### src/rtl/mocount_pkg.sv
// constants, field layouts and carrier types for the match output and count input block
// assumes an apb slave at 40 mhz pclk with active-low asynchronous reset
// How it works
// - match applies action: keep, clear, set, toggle
// - channel 1 action in bits 7:6
// - channel 2 action in bits 9:8
// - channel 3 action in bits 11:10
// - match pin follows its match bit
// - count control picks timer or counter
// - sample chosen capture input every clock
// - compare samples: rising, falling, none
// - increment only on selected edge kind
// - bit reflects state; channel 0 bits 5:4
// - mode 0 timer, 1 rise, 2 fall, 3 both
package mocount_pkg;

  // register byte addresses
  localparam logic [31:0] match_output_control_addr = 32'h4001_403c;
  localparam logic [31:0] count_control_addr = 32'h4001_4070;
  localparam logic [31:0] timer_count_value_addr = 32'h4001_4008;
  localparam logic [31:0] match_value_base_addr = 32'h4001_4018;

  // match output control field positions
  localparam int match_bit_lsb = 0;
  localparam int match_action_lsb = 4;
  localparam int match_action_w = 2;
  localparam int match_used_w = 12;
  localparam int match_channels = 4;

  // count control field positions
  localparam int count_mode_lsb = 0;
  localparam int count_input_lsb = 2;
  localparam int count_used_w = 4;

  // reset values
  localparam logic [11:0] match_output_control_rst = 12'h000;
  localparam logic [3:0] count_control_rst = 4'h0;
  localparam logic [31:0] timer_count_rst = 32'h0000_0000;
  localparam logic [31:0] match_value_rst = 32'h0000_0000;
  localparam logic [31:0] unmapped_read = 32'h0000_0000;

  // match actions
  typedef enum logic [1:0] {
    act_nothing = 2'h0,
    act_clear = 2'h1,
    act_set = 2'h2,
    act_toggle = 2'h3
  } match_action_e;

  // count modes
  typedef enum logic [1:0] {
    mode_timer = 2'h0,
    mode_rise = 2'h1,
    mode_fall = 2'h2,
    mode_both = 2'h3
  } count_mode_e;

  // count control as stored
  typedef struct packed {
    logic [1:0] input_sel;
    count_mode_e mode;
  } count_control_s;

  // edge classification
  typedef struct packed {
    logic rise;
    logic fall;
  } edge_s;

endpackage

### src/rtl/edge_sampler.sv
// edge detector for the counted capture input
// assumes the input is already synchronised to pclk by the caller
`timescale 1ns/100ps
`default_nettype none
module edge_sampler (
  // clock and reset
  input wire logic pclk,
  input wire logic presetn,
  // sample and mode
  input wire logic sample,
  input wire logic counting,
  // classification
  output mocount_pkg::edge_s edges
);
  import mocount_pkg::*;

  logic prev_reg;

  // previous sample; loaded in timer mode too so entering counter mode never counts a stale edge
  always_ff @(posedge pclk or negedge presetn) begin
    if (!presetn) begin
      prev_reg <= 1'b0;
    end else begin
      prev_reg <= sample;
    end
  end

  // compare two consecutive samples, gated off outside counter mode
  always_comb begin
    edges.rise = counting & sample & ~prev_reg;
    edges.fall = counting & ~sample & prev_reg;
  end
endmodule
`default_nettype wire

### src/rtl/match_count.sv
// match output logic and counter-mode input path with an apb register file
// assumes apb master on pclk; capture inputs are asynchronous pins
`timescale 1ns/100ps
`default_nettype none
module match_count #(
  parameter int cap_inputs = 4
) (
  // apb clock and reset
  input wire logic pclk,
  input wire logic presetn,
  // apb slave
  input wire logic psel,
  input wire logic penable,
  input wire logic pwrite,
  input wire logic [31:0] paddr,
  input wire logic [31:0] pwdata,
  output logic [31:0] prdata,
  output logic pready,
  output logic pslverr,
  // capture pins
  input wire logic [cap_inputs-1:0] capture_input,
  // match pins and timer count value
  output logic [3:0] match_output_pin,
  output logic [31:0] timer_count_value
);
  import mocount_pkg::*;

  // elaboration check: the two-bit select field reaches four inputs at most
  if (cap_inputs < 1 || cap_inputs > 4) begin : g_bad_cap_inputs
    $error("cap_inputs must be 1..4");
  end

  ////////////////////////////////////////////////////////////////////////
  // registers

  logic [match_used_w-1:0] match_output_control_reg;
  logic [match_used_w-1:0] match_output_control_next;
  count_control_s count_control_reg;
  logic [31:0] timer_count_reg;
  logic [31:0] timer_count_next;
  logic [31:0] match_value_reg [match_channels];
  logic [cap_inputs-1:0] cap_meta_reg;
  logic [cap_inputs-1:0] cap_sync_reg;
  logic sel_sample;
  logic counting;
  logic count_step;
  edge_s edges;
  logic [match_channels-1:0] match_hit;
  logic wr_acc;
  logic rd_acc;
  logic [31:0] rd_data;
  logic mapped;

  ////////////////////////////////////////////////////////////////////////
  // apb decode: zero wait states, unmapped reads zero with an error

  assign wr_acc = psel & penable & pwrite;
  assign rd_acc = psel & ~penable & ~pwrite;

  always_comb begin
    rd_data = unmapped_read;
    mapped = 1'b1;
    if (paddr == match_output_control_addr) begin
      rd_data = {20'h0_0000, match_output_control_reg};
    end else if (paddr == count_control_addr) begin
      rd_data = {28'h000_0000, count_control_reg};
    end else if (paddr == timer_count_value_addr) begin
      rd_data = timer_count_reg;
    end else begin
      mapped = 1'b0;
      for (int i = 0; i < match_channels; i++) begin
        if (paddr == match_value_base_addr + 32'(i * 4)) begin
          rd_data = match_value_reg[i];
          mapped = 1'b1;
        end
      end
    end
  end

  // read data captured in setup so it stands through the access phase
  always_ff @(posedge pclk or negedge presetn) begin
    if (!presetn) begin
      prdata <= unmapped_read;
      pready <= 1'b0;
      pslverr <= 1'b0;
    end else begin
      pready <= psel & ~penable;
      pslverr <= psel & ~penable & ~mapped;
      if (rd_acc) begin
        prdata <= rd_data;
      end
    end
  end

  ////////////////////////////////////////////////////////////////////////
  // count control and match values

  always_ff @(posedge pclk or negedge presetn) begin
    if (!presetn) begin
      count_control_reg <= count_control_s'(count_control_rst);
    end else if (wr_acc && paddr == count_control_addr) begin
      count_control_reg <= count_control_s'(pwdata[count_used_w-1:0]);
    end
  end

  always_ff @(posedge pclk or negedge presetn) begin
    if (!presetn) begin
      for (int i = 0; i < match_channels; i++) begin
        match_value_reg[i] <= match_value_rst;
      end
    end else begin
      for (int i = 0; i < match_channels; i++) begin
        if (wr_acc && paddr == match_value_base_addr + 32'(i * 4)) begin
          match_value_reg[i] <= pwdata;
        end
      end
    end
  end

  ////////////////////////////////////////////////////////////////////////
  // capture input: two-flop synchroniser, then selection

  always_ff @(posedge pclk or negedge presetn) begin
    if (!presetn) begin
      cap_meta_reg <= '0;
      cap_sync_reg <= '0;
    end else begin
      cap_meta_reg <= capture_input;
      cap_sync_reg <= cap_meta_reg;
    end
  end

  // reserved selections read input 0 rather than a floating value
  always_comb begin
    sel_sample = cap_sync_reg[0];
    if (int'(count_control_reg.input_sel) < cap_inputs) begin
      sel_sample = cap_sync_reg[count_control_reg.input_sel];
    end
  end

  assign counting = (count_control_reg.mode != mode_timer);

  edge_sampler u_edge (
    .pclk(pclk),
    .presetn(presetn),
    .sample(sel_sample),
    .counting(counting),
    .edges(edges)
  );

  ////////////////////////////////////////////////////////////////////////
  // timer counter: every clock in timer mode, selected edges otherwise

  always_comb begin
    case (count_control_reg.mode)
      mode_timer: count_step = 1'b1;
      mode_rise: count_step = edges.rise;
      mode_fall: count_step = edges.fall;
      mode_both: count_step = edges.rise | edges.fall;
      default: count_step = 1'b0;
    endcase
  end

  always_comb begin
    timer_count_next = timer_count_reg;
    if (wr_acc && paddr == timer_count_value_addr) begin
      timer_count_next = pwdata;
    end else if (count_step) begin
      timer_count_next = timer_count_reg + 32'h0000_0001;
    end
  end

  always_ff @(posedge pclk or negedge presetn) begin
    if (!presetn) begin
      timer_count_reg <= timer_count_rst;
      timer_count_value <= timer_count_rst;
    end else begin
      timer_count_reg <= timer_count_next;
      timer_count_value <= timer_count_next;
    end
  end

  ////////////////////////////////////////////////////////////////////////
  // match events and output bits; a clear, set or toggle match beats a same-cycle software write of the bit

  always_comb begin
    for (int i = 0; i < match_channels; i++) begin
      match_hit[i] = (timer_count_reg == match_value_reg[i]);
    end
  end

  always_comb begin
    match_action_e act;
    act = act_nothing;
    match_output_control_next = match_output_control_reg;
    if (wr_acc && paddr == match_output_control_addr) begin
      match_output_control_next = pwdata[match_used_w-1:0];
    end
    for (int i = 0; i < match_channels; i++) begin
      act = match_action_e'(match_output_control_reg[match_action_lsb + i*match_action_w +: match_action_w]);
      if (match_hit[i]) begin
        case (act)
          act_nothing: match_output_control_next[i] = match_output_control_next[i];
          act_clear: match_output_control_next[i] = 1'b0;
          act_set: match_output_control_next[i] = 1'b1;
          act_toggle: match_output_control_next[i] = ~match_output_control_reg[i];
          default: match_output_control_next[i] = match_output_control_reg[i];
        endcase
      end
    end
  end

  // pin copy registered alongside the bit so both change on the same edge
  always_ff @(posedge pclk or negedge presetn) begin
    if (!presetn) begin
      match_output_control_reg <= match_output_control_rst;
      match_output_pin <= 4'h0;
    end else begin
      match_output_control_reg <= match_output_control_next;
      match_output_pin <= match_output_control_next[match_channels-1:0];
    end
  end
endmodule
`default_nettype wire

### config.mk
export PLATFORM = sky130hd
export DESIGN_NAME = match_count
export DESIGN_NICKNAME = d
export VERILOG_FILES = /design/src/rtl/mocount_pkg.sv /design/src/rtl/edge_sampler.sv /design/src/rtl/match_count.sv
export SDC_FILE = /design/constraint.sdc
export NUM_CORES = 1
export LEC_CHECK = 0
export ABC_AREA = 1
export ABC_CLOCK_PERIOD_IN_PS = 2200
export BUFFER_PORTS_ARGS = -buffer_cell sky130_fd_sc_hd__buf_2
export CAP_MARGIN = 5
export CORE_MARGIN = 2
export CORE_UTILIZATION = 60
export DETAILED_ROUTE_END_ITERATION = 7
export GPL_TIMING_DRIVEN = 0
export HOLD_SLACK_MARGIN = 0.12
export PLACE_DENSITY = 0.81
export SLEW_MARGIN = 20
export SYNTH_ARGS = -nofsm -noshare
export SYNTH_HDL_FRONTEND = slang
export SYNTH_SLANG_ARGS = --single-unit
### constraint.sdc
create_clock -name pclk -period 2.2 [get_ports pclk]
set_clock_uncertainty 0.15 [all_clocks]
set_input_delay 0 -clock pclk [delete_from_list [all_inputs] [get_ports pclk]]
set_output_delay 0 -clock pclk [all_outputs]
set_load 0.03 [all_outputs]
==> results.sh, run 1 <==
export IMPL_firstDrtPassIters=8
export IMPL_avgSynthCellArea_um2=7.07
export IMPL_cpMaxStageDelayCell="dfrtp_1"
export IMPL_finish_utilization=0.754
export IMPL_grt_ovfl_total=0
export IMPL_port_buffers=142
export IMPL_yosysMostFrequentCell="nand2_1"
export IMPL_syn_to_final_growth_pct=22.8
export IMPL_clk_path_buf_depth=3
export IMPL_cts_root_buf="clkbuf_16"
export IMPL_setup_tns_ns=0
export IMPL_grt_pass1_wl_mm=74.4
export IMPL_vias=14300
export IMPL_worst_pin_slew_ns=0.880
export IMPL_fp_dieH_um=154
export IMPL_setup_viol=0
export IMPL_hold_class="input port to register"
export IMPL_power_density_nw_per_um2=550
export IMPL_outcome="finished clean"
export IMPL_cp_data_arrival_time_ns=2.49
export IMPL_critPathMaxStageDelay_ns=0.42
export IMPL_required_ns=2.50
export IMPL_yosys_top_cells_count="nand2_1, inv_1, dfrtp_1, nor2_1, o21ai_0"
export IMPL_drcViolationCount=0
export IMPL_synth_fa_ha_area_frac=0.000928
export IMPL_antenna_found_initial=1
export IMPL_std_cell_rows=54
export IMPL_cts_buffers=25
export IMPL_globalRouteTotalUtil=0.404
export IMPL_cts_clk_slew_worst_paths_ns=0.06
export IMPL_vias_per_cell=5.81
export IMPL_yosysTopAreaCell="dfrtp_1"
export IMPL_grt_pass1_vias=13600
export IMPL_drt_iter0_drc=1737
export IMPL_die_area_um2=23700
export IMPL_yosys_warnings=0
export IMPL_synth_seq_area_share=0.406
export IMPL_wl_per_cell_um=19.6
export IMPL_timing_final_crit_share=0.996
export IMPL_synth_seq_cells=219
export IMPL_synth_edf_count=0
export IMPL_clock_fmax_mhz=456
export IMPL_synth_area_leaders="dfrtp_1, nand2_1, inv_1, o21ai_0, nor2_1"
export IMPL_grt_max_degree=83
export IMPL_fin_nets=2230
export IMPL_syn_area_um2=13500
export IMPL_synth_compound_area_frac=0.102
export IMPL_async_flop_share=1.00
export IMPL_slew_violations=0
export IMPL_muxShareOfSynthArea=0
export IMPL_worst_hold_slack_ns=0.0659
export IMPL_crit_type="register to register"
export IMPL_crit_fanout=7
export IMPL_drt_wl_total_mm=48.0
export IMPL_relSlewSlack=0.413
export IMPL_globalplace_congestion=1.02
export IMPL_io_pins=143
export IMPL_max_vdd_ir_drop_mv=0.579
export IMPL_clock_latency_ns=0.53
export IMPL_synthFlopType="dfrtp_1"
export IMPL_p_leak_nw=7.94
export IMPL_layout_drive_gt1_share=0.181
export IMPL_synth_xor_xnor_area_share=0.0546
export IMPL_drv_cap=0
export IMPL_initial_core_util=0.614
export IMPL_synthCells=1907
export IMPL_synthSimpleGateAreaFrac=0.331
export IMPL_synth_nets=1981
export IMPL_design_core_area_um2=22000
export IMPL_htreeDepth=1
export IMPL_synth_top_area_frac=0.406
export IMPL_clock_sinks=219
export IMPL_hold_viol_final=0
export IMPL_synth_top_family_by_area="simple AND/OR/NAND/NOR gates"
export IMPL_yosysUniqueCellTypes=41
export IMPL_largest_reg_flops=128
export IMPL_critPathLaunchType="register"
export IMPL_cts_tree="done"
export IMPL_final_antenna_net_count=0
export IMPL_dpl_hpwl_mm=33.7
export IMPL_crit_path_end_kind="register"
export IMPL_grt_setup_unrepaired="yes"
export IMPL_period_minus_slack_ns=2.19
export IMPL_worstPathCellList="buf_6, clkinvlp_4, buf_4, nand2_1, nand3_1, nor3_4, nand2_1, nor2_2, nand3_1, a21oi_1"
export IMPL_total_power_mw=9.10
export IMPL_die_w_um=154
## per-layer routing
layer,up-vias,track usage,wire (µm)
li1,6476,-,-
met3,168,0.0685,5190
met4,0,0.170,2170
met1,6745,0.558,19100
met2,878,0.637,21600
met5,-,0,0
## logic make-up (layout without fill, tap and decap cells)
kind of cell / count (synthesis) / count (layout)
xor+xnor: 84 / 84
flops: 219 / 219
fa+ha+maj: 1 / 1
buf+inv: 333 / 600
compound gates: 253 / 253
other cells: 0 / 1
simple gates: 1017 / 1017
## stage by stage
stage,instance area [µm²],cells,worst slack (ns)
6_report,16600,2455,0.00904
3_3_place_gp,14500,2329,-2.82
3_5_place_dp,14600,2331,-0.183
4_1_cts,16300,2448,0.0112
2_1_floorplan,13500,1907,0.202
5_1_grt,16600,2454,-0.0956
## final timing paths
kind,end,from,slack (ns),cells after the start
min in group asynchronous,prdata[11],presetn,0.40,3
worst max register to register,match_output_pin[2],timer_count_reg[2],0.009,10
worst max-delay path,match_output_pin[2],timer_count_reg[2],0.009,10
max in group asynchronous,timer_count_reg[29],presetn,0.66,4
worst min register to register,cap_sync_reg[2],cap_meta_reg[2],0.21,0
worst min-delay path,match_value_reg[32],paddr[5],0.07,8
## worst max-delay path: cells and delay by family (launching register included)
family	cells	cell delay [ns]
compound gates	1	0.17
simple gates	6	0.82
flops	1	0.42
buf+inv	3	0.55
## report_power, final
| part | total (mW) | switching, mW | internal [mW] |
|---|---|---|---|
| clock network | 4.48 | 1.74 | 2.74 |
| registers | 4.08 | 0.0146 | 4.06 |
| logic | 0.544 | 0.342 | 0.201 |
## cell usage in the layout (no fill, tap or decap), drive strengths merged
| master | Yosys | routed |
|---|---|---|
| nand2 | 622 | 622 |
| xor2 | 60 | 60 |
| inv | 232 | 229 |
| and2 | 1 | 1 |
| o22ai | 9 | 9 |
| nor4 | 2 | 2 |
| nand3b | 2 | 2 |
| o211ai | 15 | 15 |
| diode | 0 | 1 |
| nor3b | 1 | 1 |
| nand4 | 44 | 44 |
| dfrtp | 219 | 219 |
| a21oi | 31 | 31 |
| xnor2 | 24 | 24 |
| nand3 | 95 | 95 |
| ha | 1 | 1 |
| buf | 60 | 208 |
| clkinvlp | 0 | 5 |
| clkbuf | 39 | 69 |
| a31oi | 2 | 2 |
| clkinv | 2 | 8 |
| or2 | 17 | 17 |
| and3 | 1 | 1 |
| bufinv | 0 | 5 |
| nor2 | 179 | 179 |
| o21ai | 196 | 196 |
| dlygate4sd3 | 0 | 76 |
| nor3 | 53 | 53 |
## layout make-up
| type | instances | area [µm²] |
|---|---|---|
| multi-input combinational | 1355 | 6790 |
| sequential | 219 | 5490 |
| fill | 1717 | 5400 |
| timing repair buffer | 230 | 1610 |
| inverter | 234 | 896 |
| clock buffer | 33 | 676 |
| buffer | 90 | 548 |
| tap | 280 | 350 |
| clock inverter | 12 | 191 |
| timing repair inverter | 1 | 7.51 |
| antenna | 1 | 2.50 |
## repair_timing
action | in CTS | in global routing
hold buffers | 76 | 4
cloned | 0 | 1
pin swaps | 0 | 9
hold endpoints to repair | 407 | 5
setup buffers | 0 | 10
setup endpoints to repair | 12 | 89
gates resized for setup | 14 | 77
(Power assumes the default switching activity.)
==> run 2, diff against run 1 <==
==> constraint.sdc (replaced) <==
create_clock -name pclk -period 2.2 [get_ports pclk]
set_clock_uncertainty 0.15 [all_clocks]
set_input_delay 0.11 -clock pclk [delete_from_list [all_inputs] [get_ports pclk]]
set_output_delay 0.11 -clock pclk [all_outputs]
set_load 0.03 [all_outputs]
==> run 2 against run 1 <==
Effect of this change:
- the flow now finishes with violations (setup timing)
- clock-buffer cell count stayed put
- flip-flop and latch count stayed put
- first-iteration DRC count is 1.2% lower
- largest power group unchanged
- critical endpoint is now match_output_pin[3]
- via count is 1.2% lower
- critical path depth is 1 lower
- sequential power hardly changed
==> results.sh, run 2 (synthesis gave the netlist of run 1 again) <==
export IMPL_timing_final_crit_share=1.01
export IMPL_met1Wirelength_mm=18.8
export IMPL_initial_core_util=0.614
export IMPL_relSlewSlack=0.413
export IMPL_worst_pin_slew_ns=0.880
export IMPL_fp_dieH_um=154
export IMPL_r2r_start="timer_count_reg[0]"
export IMPL_std_cell_rows=54
export IMPL_design_core_area_um2=22000
export IMPL_grt_max_degree=83
export IMPL_clock_latency_ns=0.53
export IMPL_p_leak_nw=7.92
export IMPL_mostFrequentLayoutCells="nand2_1, inv_1, dfrtp_1, buf_2, nor2_1"
export IMPL_required_ns=2.50
export IMPL_clock_fmax_mhz=450
export IMPL_fin_nets=2212
export IMPL_drt_wl_total_mm=47.5
export IMPL_grt_pass1_wl_mm=73.7
export IMPL_drcViolationCount=0
export IMPL_crit_path_end_kind="register"
export IMPL_crit_type="register to register"
export IMPL_critPathMaxStageDelay_ns=0.40
export IMPL_clk_path_buf_depth=3
export IMPL_firstDrtPassIters=7
export IMPL_highest_layer="met4"
export IMPL_syn_to_final_growth_pct=21.5
export IMPL_cts_tree="done"
export IMPL_failed_checks="setup timing"
export IMPL_setup_viol=1
export IMPL_die_w_um=154
export IMPL_timing_final_ws_setup_ns=-0.0214
export IMPL_cp_common_cell="nand2_1"
export IMPL_instances_no_fill=2437
export IMPL_grt_setup_unrepaired="yes"
export IMPL_cts_clk_slew_worst_paths_ns=0.06
export IMPL_final_common_cell="nand2_1"
export IMPL_final_antenna_net_count=0
export IMPL_period_minus_slack_ns=2.22
export IMPL_cp_data_arrival_time_ns=2.52
export IMPL_grt_ovfl_total=0
export IMPL_critPathLaunchType="register"
export IMPL_cts_root_buf="clkbuf_16"
export IMPL_setup_tns_ns=-0.0214
export IMPL_largest_reg_flops=128
export IMPL_dpl_hpwl_mm=33.7
export IMPL_die_area_um2=23700
export IMPL_port_buffers=142
export IMPL_dp_cells=2331
export IMPL_dpl_worst_slack_ns=-0.183
export IMPL_multi_input_area_um2=6800
export IMPL_hold_class="input port to register"
export IMPL_vias_per_cell=5.78
export IMPL_slew_violations=0
export IMPL_routed_wl_met2_mm=21.6
export IMPL_drv_cap=0
export IMPL_grt_pass1_vias=13400
export IMPL_vias=14100
export IMPL_globalplace_congestion=1.02
export IMPL_fillCellCount=1749
export IMPL_critPathLaunch="timer_count_reg[0]"
export IMPL_wl_per_cell_um=19.5
export IMPL_cpMaxStageDelayCell="dfrtp_1"
export IMPL_met3_length_mm=5.10
export IMPL_layout_drive_gt1_share=0.184
export IMPL_io_pins=143
export IMPL_critPathBufInv=2
export IMPL_htreeDepth=1
export IMPL_outcome="complete, but fails checks"
export IMPL_drt_iter0_drc=1716
export IMPL_min_delay_start="paddr[0]"
export IMPL_crit_fanout=8
export IMPL_crit_family="simple AND/OR/NAND/NOR gates"
export IMPL_worstPathCellList="clkbuf_4, inv_1, nand2_1, nand4_1, nor3_1, nand2_1, nor2_2, nand3_1, a21oi_1"
export IMPL_hold_viol_final=0
export IMPL_max_vdd_ir_drop_mv=0.579
export IMPL_cts_buffers=25
export IMPL_power_density_nw_per_um2=555
export IMPL_globalRouteTotalUtil=0.400
export IMPL_seq_area_um2=5490
export IMPL_antenna_found_initial=1
export IMPL_clock_sinks=219
==> run 2: cell types whose count changed in the layout (fill, tap and decap cells not counted), moves of 2 or more <==
cell,delta
nand3_4,+2
dlygate4sd3_1,-19
clkbuf_4,+2
nor3_1,-3
nor3_2,+2
clkbuf_2,+6
nand3_2,-2
nor2_1,+5
nor2_4,-2
clkbuf_1,-5
nor2_2,-3
==> run 2: report_power, final <==
group | switching (mW) | leakage, nW | internal (mW)
logic | 0.339 | 4.64 | 0.196
registers | 0.0152 | 2.86 | 4.06
clock network | 1.73 | 0.424 | 2.74
==> run 2: final timing paths <==
path	cells after the start	endpoint	slack (ns)
max in group asynchronous	4	timer_count_reg[26]	0.56
worst max register to register	9	match_output_pin[3]	-0.02
worst max-delay path	9	match_output_pin[3]	-0.02
worst min-delay path	8	match_output_control_reg[11]	0.14
worst min register to register	0	cap_sync_reg[2]	0.21
min in group asynchronous	3	prdata[11]	0.51
==> run 2: timing repair <==
action | in CTS | in global routing
gates resized for setup | 14 | 80
setup buffers | 0 | 11
hold buffers | 58 | 0
endpoints found under the hold margin | 405 | 0
pin swaps | 0 | 7
endpoints found under the setup margin | 12 | 101
gates cloned | 0 | 1
==> run 2: final cells by class <==
class,instances,area share
Tap cell,280,0.0214
Inverter,234,0.0547
Antenna cell,1,0.000153
Timing Repair inverter,1,0.000458
Buffer,90,0.0334
Sequential cell,219,0.335
Timing Repair Buffer,212,0.0872
Clock buffer,33,0.0412
Multi-Input combinational cell,1355,0.415
Clock inverter,12,0.0117
==> run 2: worst reg2reg max path, cell delays in order, from the launching register on <==
cell and delay (ns):
dfrtp_1 0.40, clkbuf_4 0.26, inv_1 0.18, nand2_1 0.14, nand4_1 0.14, nor3_1 0.28
nand2_1 0.11, nor2_2 0.17, nand3_1 0.12, a21oi_1 0.19
==> run 2: stage by stage <==
step,instance area [µm²],hold slack [ns],util,power (mW)
after global routing,16400,0.210,0.746,9.29
after floorplan,13500,-0.336,-,4.34
final,16400,0.142,0.746,9.09
after CTS,16100,0.130,0.733,9.08
after global placement,14500,0.0700,0.662,4.57
after detailed placement,14600,-0.0677,0.665,4.60
==> run 2: metal layers <==
layer | global-route usage | vias up
li1 | - | 6448
met3 | 0.0654 | 144
met5 | 0 | -
met1 | 0.557 | 6637
met4 | 0.162 | 0
met2 | 0.631 | 864
